$ cat config.mk
export PLATFORM = sky130hd
export DESIGN_NAME = scirq_top
export DESIGN_NICKNAME = d
export VERILOG_FILES = /design/src/logic/scirq_pkg.sv /design/src/logic/scirq_ahb_slave.sv /design/src/logic/scirq_sync2.sv /design/src/logic/scirq_top.sv
export VERILOG_INCLUDE_DIRS = /design/src /design/src/logic
export SDC_FILE = /design/constraint.sdc
export NUM_CORES = 1
export LEC_CHECK = 0
export CELL_PAD_IN_SITES_DETAIL_PLACEMENT = 1
export CELL_PAD_IN_SITES_GLOBAL_PLACEMENT = 1
export CORE_UTILIZATION = 45
export DETAILED_ROUTE_END_ITERATION = 6
export DONT_BUFFER_PORTS = 1
export PLACE_DENSITY = 0.87
export SETUP_SLACK_MARGIN = 0.02
export SLEW_MARGIN = 20
export SYNTH_ARGS = -nofsm -noshare
export SYNTH_HDL_FRONTEND = slang
export SYNTH_HIERARCHICAL = 1
export SYNTH_SLANG_ARGS = --single-unit
$ cat constraint.sdc
create_clock -name clk -period 3.36 [get_ports clk]
set_input_delay 0.336 -clock clk [delete_from_list [all_inputs] [get_ports clk]]
set_output_delay 0.336 -clock clk [all_outputs]
set_load 0.01 [all_outputs]
$ cat src/logic/scirq_params.svh
// Purpose: constants of the smart card interrupt enable and pending block
// Assumes: one 40 MHz clock, AHB-Lite register access, byte addressing
// Notes:   offsets are byte addresses within the peripheral window
//
// Contract
// - tx buffer empty raises an interrupt while empty, if enable bit 7 set
// - card insertion or removal raises an interrupt, if enable bit 6 set
// - waiting time counter underflow raises an interrupt, if enable bit 3 set
// - end of character transmission raises an interrupt, if enable bit 2 set
// - end of character reception raises an interrupt, if enable bit 1 set
// - parity error raises an interrupt, if enable bit 0 set
// - a disabled event gives neither pending flag nor interrupt
// - flags set only by hardware; a pending read clears the ones it returned
// - pending bit 7 set when tx buffer empty and enabled
// - pending bit 6 set on card insertion or removal when enabled
// - pending bit 3 set on waiting time underflow when enabled
// - pending bit 2 set after a character is transmitted when enabled
// - pending bit 1 set after a character is received when enabled
// - pending bit 0 set on a parity error when enabled
`ifndef SCIRQ_PARAMS_SVH
`define SCIRQ_PARAMS_SVH

// ==========================================================
// register map
`define SCIRQ_ADDR_W       12
`define SCIRQ_OFS_ENABLE   12'h018
`define SCIRQ_OFS_PENDING  12'h01c
`define SCIRQ_OFS_CLEAR    12'h030
`define SCIRQ_OFS_RAW      12'h034

// ==========================================================
// field layout
`define SCIRQ_FLAG_W       8
`define SCIRQ_BIT_PARITY   0
`define SCIRQ_BIT_RXDONE   1
`define SCIRQ_BIT_TXDONE   2
`define SCIRQ_BIT_WAIT     3
`define SCIRQ_BIT_CARD     6
`define SCIRQ_BIT_TXEMPTY  7
`define SCIRQ_FLAG_MASK    8'hcf
`define SCIRQ_RAW_CARD     0
`define SCIRQ_RAW_TXEMPTY  1

// ==========================================================
// reset values
`define SCIRQ_ENABLE_RST   8'h00
`define SCIRQ_PENDING_RST  8'h00
`define SCIRQ_RDATA_RST    32'h0000_0000

// ==========================================================
// bus encodings
`define SCIRQ_HTRANS_ACT   1
`define SCIRQ_HRESP_OKAY   1'b0

`endif

$ cat src/logic/scirq_pkg.sv
// Purpose: types shared by the smart card interrupt block
// Assumes: scirq_params.svh gives the widths
// Notes:   none
`include "scirq_params.svh"

package scirq_pkg;

    // ==========================================================
    // flag vector and register request
    typedef logic [`SCIRQ_FLAG_W-1:0] scirq_flags_t;

    typedef struct packed {
        logic                     rd;
        logic                     wr;
        logic [`SCIRQ_ADDR_W-1:0] addr;
        logic [31:0]              wdata;
    } scirq_req_t;

    // ==========================================================
    // event sources, all on clk except card presence
    typedef struct packed {
        logic txEmpty;
        logic waitUnder;
        logic txDone;
        logic rxDone;
        logic parity;
    } scirq_evt_t;

    // ==========================================================
    // bus slave states, gray along idle-read-done
    typedef enum logic [1:0] {
        SCIRQ_IDLE   = 2'b00,
        SCIRQ_RD     = 2'b01,
        SCIRQ_RDDONE = 2'b11,
        SCIRQ_WR     = 2'b10
    } scirq_bus_st_t;

endpackage : scirq_pkg

$ cat src/logic/scirq_ahb_slave.sv
// Purpose: AHB-Lite slave front end, single word transfers
// Assumes: one slave, hready is our own hreadyout
// Notes:   reads take one wait state, writes none while ce is high
`timescale 1ns/1ps
`include "scirq_params.svh"

module scirq_ahb_slave (
    input  wire logic              clk,
    input  wire logic              srst,
    input  wire logic              ce,
    input  wire logic              hsel,
    input  wire logic [31:0]       haddr,
    input  wire logic [1:0]        htrans,
    input  wire logic              hwrite,
    input  wire logic [2:0]        hsize,
    input  wire logic [31:0]       hwdata,
    input  wire logic              hready,
    output logic                   hreadyout,
    output logic                   hresp,
    output logic [31:0]            hrdata,
    output scirq_pkg::scirq_req_t  req,
    input  wire logic [31:0]       rdata
);
    import scirq_pkg::*;

    scirq_bus_st_t            state;
    logic [`SCIRQ_ADDR_W-1:0] addrQ;
    logic                     accept;

    assign accept = hsel && htrans[`SCIRQ_HTRANS_ACT];

    // ==========================================================
    // address phase capture and data phase sequencing
    always_ff @(posedge clk) begin
        if (srst) begin
            state <= SCIRQ_IDLE;
            addrQ <= '0;
        end else if (ce) begin
            if (hready) begin
                if (accept) begin
                    state <= hwrite ? SCIRQ_WR : SCIRQ_RD;
                    addrQ <= haddr[`SCIRQ_ADDR_W-1:0];
                end else begin
                    state <= SCIRQ_IDLE;
                end
            end else if (state == SCIRQ_RD) begin
                state <= SCIRQ_RDDONE;
            end
        end
    end

    always_comb begin
        case (state)
            SCIRQ_RD: hreadyout = 1'b0;
            SCIRQ_WR: hreadyout = ce;
            default:  hreadyout = ce;
        endcase
    end

    assign hresp     = `SCIRQ_HRESP_OKAY;
    assign req.rd    = (state == SCIRQ_RD) && ce;
    assign req.wr    = (state == SCIRQ_WR) && ce;
    assign req.addr  = addrQ;
    assign req.wdata = hwdata;

    // ==========================================================
    // read data held through the completing cycle
    always_ff @(posedge clk) begin
        if (srst) begin
            hrdata <= `SCIRQ_RDATA_RST;
        end else if (req.rd) begin
            hrdata <= rdata;
        end
    end

endmodule : scirq_ahb_slave

$ cat src/logic/scirq_sync2.sv
// Purpose: two flip-flop synchroniser for pin levels
// Assumes: input is asynchronous to clk
// Notes:   first stage feeds only the second
`timescale 1ns/1ps

module scirq_sync2 #(
    parameter int W = 1
) (
    input  wire logic         clk,
    input  wire logic         srst,
    input  wire logic         ce,
    input  wire logic [W-1:0] din,
    output logic      [W-1:0] dout
);
    import scirq_pkg::*;

    logic [W-1:0] stage1;

    always_ff @(posedge clk) begin
        if (srst) begin
            stage1 <= '0;
            dout   <= '0;
        end else if (ce) begin
            stage1 <= din;
            dout   <= stage1;
        end
    end

endmodule : scirq_sync2

$ cat src/logic/scirq_top.sv
// Purpose: interrupt enable and pending flags of the smart card interface
// Assumes: event inputs come from logic on clk; card presence is a pin
// Notes:   pending clears on read and through the clear register
//
// Decided for this implementation: the AHB-Lite slave port.
`timescale 1ns/1ps
`include "scirq_params.svh"

module scirq_top (
    input  wire logic                   clk,
    input  wire logic                   srst,
    input  wire logic                   ce,
    input  wire logic                   hsel,
    input  wire logic [31:0]            haddr,
    input  wire logic [1:0]             htrans,
    input  wire logic                   hwrite,
    input  wire logic [2:0]             hsize,
    input  wire logic [31:0]            hwdata,
    input  wire logic                   hready,
    output logic                        hreadyout,
    output logic                        hresp,
    output logic [31:0]                 hrdata,
    input  wire scirq_pkg::scirq_evt_t  evt,
    input  wire logic                   cardPresentPin,
    output logic                        irq
);
    import scirq_pkg::*;

    localparam scirq_flags_t FlagMask = `SCIRQ_FLAG_MASK;
    localparam scirq_flags_t PendRst  = `SCIRQ_PENDING_RST;

    scirq_req_t   req;
    logic [31:0]  rdata;
    logic         cardPresent;
    logic         cardPresentQ;
    logic         cardChange;
    scirq_flags_t raw;
    scirq_flags_t enable;
    scirq_flags_t pending;
    scirq_flags_t rdClear;
    scirq_flags_t wrClear;
    logic         selEnable;
    logic         selPending;
    logic         selClear;
    logic         selRaw;

    // ==========================================================
    // bus front end
    scirq_ahb_slave u_bus (
        .clk       (clk),
        .srst      (srst),
        .ce        (ce),
        .hsel      (hsel),
        .haddr     (haddr),
        .htrans    (htrans),
        .hwrite    (hwrite),
        .hsize     (hsize),
        .hwdata    (hwdata),
        .hready    (hready),
        .hreadyout (hreadyout),
        .hresp     (hresp),
        .hrdata    (hrdata),
        .req       (req),
        .rdata     (rdata)
    );

    // ==========================================================
    // card presence pin and its change detector
    scirq_sync2 #(
        .W (1)
    ) u_card_sync (
        .clk  (clk),
        .srst (srst),
        .ce   (ce),
        .din  (cardPresentPin),
        .dout (cardPresent)
    );

    always_ff @(posedge clk) begin
        if (srst) begin
            cardPresentQ <= 1'b0;
        end else if (ce) begin
            cardPresentQ <= cardPresent;
        end
    end

    // either edge counts: insertion or removal
    assign cardChange = cardPresent ^ cardPresentQ;

    // ==========================================================
    // event vector in pending layout
    always_comb begin
        raw                     = '0;
        raw[`SCIRQ_BIT_TXEMPTY] = evt.txEmpty;
        raw[`SCIRQ_BIT_CARD]    = cardChange;
        raw[`SCIRQ_BIT_WAIT]    = evt.waitUnder;
        raw[`SCIRQ_BIT_TXDONE]  = evt.txDone;
        raw[`SCIRQ_BIT_RXDONE]  = evt.rxDone;
        raw[`SCIRQ_BIT_PARITY]  = evt.parity;
    end

    // ==========================================================
    // address decode
    always_comb begin
        selEnable  = 1'b0;
        selPending = 1'b0;
        selClear   = 1'b0;
        selRaw     = 1'b0;
        if (req.addr == `SCIRQ_OFS_ENABLE) begin
            selEnable = 1'b1;
        end else if (req.addr == `SCIRQ_OFS_PENDING) begin
            selPending = 1'b1;
        end else if (req.addr == `SCIRQ_OFS_CLEAR) begin
            selClear = 1'b1;
        end else if (req.addr == `SCIRQ_OFS_RAW) begin
            selRaw = 1'b1;
        end
    end

    // ==========================================================
    // enable register
    always_ff @(posedge clk) begin
        if (srst) begin
            enable <= `SCIRQ_ENABLE_RST;
        end else if (req.wr && selEnable) begin
            enable <= req.wdata[`SCIRQ_FLAG_W-1:0] & FlagMask;
        end
    end

    // ==========================================================
    // clear sources: read returns then clears, clear register
    assign rdClear = (req.rd && selPending) ? pending : '0;
    assign wrClear = (req.wr && selClear) ? req.wdata[`SCIRQ_FLAG_W-1:0] : '0;

    // ==========================================================
    // sticky pending flags, set wins over clear
    for (genvar i = 0; i < `SCIRQ_FLAG_W; i++) begin : g_flag
        if (FlagMask[i]) begin : g_impl
            always_ff @(posedge clk) begin
                if (srst) begin
                    pending[i] <= PendRst[i];
                end else if (ce) begin
                    if (raw[i] && enable[i]) begin
                        pending[i] <= 1'b1;
                    end else if (rdClear[i] || wrClear[i]) begin
                        pending[i] <= 1'b0;
                    end
                end
            end
        end else begin : g_rsvd
            assign pending[i] = 1'b0;
        end
    end

    // ==========================================================
    // read data
    always_comb begin
        rdata = '0;
        if (selEnable) begin
            rdata[`SCIRQ_FLAG_W-1:0] = enable;
        end else if (selPending) begin
            rdata[`SCIRQ_FLAG_W-1:0] = pending;
        end else if (selRaw) begin
            rdata[`SCIRQ_RAW_CARD]    = cardPresent;
            rdata[`SCIRQ_RAW_TXEMPTY] = evt.txEmpty;
        end
    end

    // ==========================================================
    // interrupt line
    assign irq = |(pending & enable);

endmodule : scirq_top
## Word-level counts from Yosys, hierarchy flattened

Index checks and enable logic that the tools add are counted.

- Equality and inequality tests: 6
- Mux-type cells: 33
- Bitwise operators: 2
- Reduce and logical (&&, ||, !) cells: 34

Operators by type and width:

| cell | count |
|---|---|
| $eq A12 B5 Y1 const B | 2 |
| $eq A12 B6 Y1 const B | 2 |
| $mux W8 | 3 |
| $mux W1 | 23 |
| $reduce_and A2 Y1 | 7 |
| $reduce_bool A2 Y1 | 7 |
| $logic_and A1 B1 Y1 | 12 |
| $mux W2 | 6 |
| $and A8 B8 Y8 | 1 |
| $reduce_or A8 Y1 | 1 |
| $logic_or A1 B1 Y1 | 6 |
| $mux W6 | 1 |
| $reduce_and A3 Y1 | 1 |
| $eq A2 B1 Y1 const B | 1 |
| $eq A2 B2 Y1 const B | 1 |
| $xor A1 B1 Y1 | 1 |

- Output and inout port bits: 35
- Register bits: 37
- Bits of input ports: 81
- Word-level logic and storage cells: 88

## Depth between registers and ports, before layout

- Depth after elaboration: 9
- Mapped depth: 7
- Gate-level depth less buffers: 6

## Modules after synthesis

Netlist, hierarchy kept.

By module, submodules not included:

| module | area each (µm²) | sequential area each (µm²) | times used | cells an instance |
|---|---|---|---|---|
| scirq_ahb_slave | 2379.8 | 920.9 | 1 | 241 |
| scirq_top | 873.3 | 260.2 | 1 | 103 |
| scirq_sync2 | 67.6 | 40.0 | 1 | 6 |

## Least setup slack after synthesis

Ideal clock, no wire load.

- Path type: register to register
- Start: register u_bus.state[0]
- End: register pending[0]
- Slack: 1.797 ns
- Stages on the path, launching flop included: 8
- Buffers on the path: 3
- Data arrival time: 1.443 ns
- Period minus slack after synthesis: 1.563 ns
- Library setup time: 0.120 ns
- Data required time: 3.240 ns
- Path through: dfxtp_1 -> and3b_1 -> buf_6 -> buf_12 -> and3_1 -> buf_1 -> a21oi_1 -> o31a_1

RTL lines:

| element | RTL line | text |
|---|---|---|
| start, declared | scirq_ahb_slave.sv:26 | `scirq_bus_st_t state;` |
| start signal, assigned | scirq_ahb_slave.sv:41 | `state <= hwrite ? SCIRQ_WR : SCIRQ_RD;` |
| end signal, assigned by index | scirq_top.sv:141 | `pending[i] <= PendRst[i];` |
| end, declared | scirq_top.sv:39 | `scirq_flags_t pending;` |

==> metrics.txt <==
status=completed; drt total wl=6.26 mm; YS warnings=6; reg-to-reg startpoint=u_bus/state[0]; # fillers=777; global route total overflow=0; Critical Path Source Type=flop; nature of the critical path endpoint=flop; vias in the first global route=2081; CP max FO=17; GRT Util Overall=17.7%; Hold Violations, Final=0; initial antenna violation count=0; Max Fclk=548 MHz; Worst Skew=0.00476 ns; critical path type=flop to flop; routed len/inst=15.0 um; first-pass GRT wire length=9.87 mm; Final Net Count=414; die height=85.3 um; reg2reg setup slack=1.54 ns; Power Density=424 mW/mm2; post-CTS setup repair buffer count=0; # Max-Cap Violations=0; crit path cell chain=and3b_2 > and3_1 > a21oi_1 > o31a_1; dpl cell area=0.00310 mm2; CTS tree=yes; Final min period=1.82 ns; IO Port Bufs=0; Worst Reg2Reg Path Length in Cells=4; hold path startpoint=srst; period utilization=54.3%; gpl congestion=0.808; antenna-violating nets left=0; relative slew slack=50.4%; num rows=30; CTS clk-pin slew, worst paths=0.06 ns; leakage=1.13 nW; post-cts hold buffer count=0; Max clock buf depth=2; design area=0.00328 mm2; drt first pass iters=4; clock sink total=61; Die ar.=0.00728 mm2; dpl hpwl=4.33 mm; final setup fails=0; clock root cell=clkbuf_8; Critical-path top delay cell=and3b_2; initial core utilization=46.3%; worst slew pin tran=0.738 ns; clk_lat worst skew=0.33 ns; via-per-instance ratio=5.11; VDD IR-drop max=0.000193 V; Post-CTS Resized=0; H-tree level count=3; Worst path max stage delay=0.55 ns; Core ar.=0.00676 mm2; Hold Path Cell Cnt=1; Syn Area/Cell=9.65 um2; Setup Total Neg Slack=0 ns; I/O pin count=116; area grow syn2layout=4.84%; RSZ-0062 raised after global routing=false; layout cells sized above 1=7.72%; antenna fix cells=0; Hold/Removal Path Class=primary input to flop; Post-Syn Area=0.00313 mm2; via count=2131; Post-Synthesis Cells=324; fin. max-slew vios=0; sink of the worst hold path=u_card_sync/stage1; DRC viols=0; CP arrival=2.05 ns; WP data required=3.59 ns; DRT iter0 DRCs=99; Die W=85.3 um; r2r endpoint=pending[0]; largest net degree at the start of global routing=113; Num CTS Buffers=9
==> area by class of cell <==
class / count / area [um2] / area share [%]
multi-input combinational: 259 / 1770 / 53.9
sequential: 61 / 1220 / 37.3
clock buffer: 14 / 173 / 5.27
tap: 80 / 100 / 3.05
timing repair buffer: 1 / 7.51 / 0.229
clock inverter: 1 / 5.00 / 0.153
inverter: 1 / 3.75 / 0.115
==> registers in the layout, indices dropped and copies added, names as in the netlist <==
name,flops
pending,6
enable,6
u_bus/addrQ,12
u_card_sync/stage1,1
cardPresentQ,1
u_bus/hrdata,32
u_card_sync/dout,1
u_bus/state,2
==> cells in the final DEF (no fill, tap or decap) <==
cell type / n
or2b_1: 2
nand2_1: 3
nor4bb_1: 1
a22oi_1: 5
dfxtp_1: 61
and3b_2: 1
a31oi_1: 1
nor2b_2: 1
or3b_4: 1
and3_1: 1
buf_4: 1
clkbuf_8: 12
clkinv_2: 1
clkbuf_1: 2
nand4_1: 2
or2b_2: 4
nor3_1: 1
nand3b_1: 6
nand3_1: 3
a21oi_1: 11
o21ai_0: 1
o2bb2ai_1: 1
mux2i_1: 51
nor2_1: 19
nand2b_1: 89
mux2_2: 2
and2_1: 7
o21ai_1: 6
a21boi_0: 1
conb_1: 27
o31a_1: 6
a221oi_1: 1
nor4_4: 1
and4_1: 1
xor2_1: 1
nor3b_2: 1
nand4_2: 1
inv_1: 1
==> per-stage QoR <==
step | total power, mW | instances | utilization, % | hold slack (ns) | setup slack, ns
5_1_grt | 1.46 | 417 | 48.5 | 0.0452 | 1.41
4_1_cts | 1.41 | 417 | 48.5 | 0.0537 | 1.50
6_report | 1.39 | 417 | 48.5 | 0.0684 | 1.54
2_1_floorplan | 0.832 | 349 | - | 0.408 | 1.80
3_5_place_dp | 0.814 | 402 | 45.9 | 0.416 | 1.53
3_3_place_gp | 0.813 | 402 | 45.9 | 0.414 | 1.58
==> per-layer routing <==
layer | track usage (%) | wire length, um | vias up
li1 | - | - | 1068
met1 | 21.0 | 2780 | 1010
met2 | 29.2 | 3090 | 44
met3 | 5.25 | 292 | 9
met4 | 8.94 | 97 | 0
met5 | 0 | 0 | -
==> worst max path at each step <==
stage | start | end | slack, ns | depth (start not counted)
5_1_grt | u_bus/state[0] | pending[0] | 1.41 | 4
3_3_place_gp | u_bus/state[0] | pending[0] | 1.58 | 4
6_report | u_bus/state[0] | pending[0] | 1.54 | 4
3_5_place_dp | u_bus/state[0] | pending[0] | 1.53 | 4
4_1_cts | u_bus/state[0] | pending[0] | 1.50 | 4
2_1_floorplan | u_bus/state[0] | pending[0] | 1.80 | 7
==> report_power, final <==
group | leakage [nW] | internal (mW) | switching [mW]
registers | 0.492 | 0.731 | 0.00789
logic | 0.543 | 0.0371 | 0.0235
clock network | 0.0926 | 0.324 | 0.266
==> critical path, delay by kind of cell (launching register included) <==
family	cells	cell delay, ns
AND/OR/NAND/NOR	2	0.95
AO/OA/AOI/OAI	2	0.36
flip-flops	1	0.40
No activity file was read; power rests on OpenSTA's default activity.
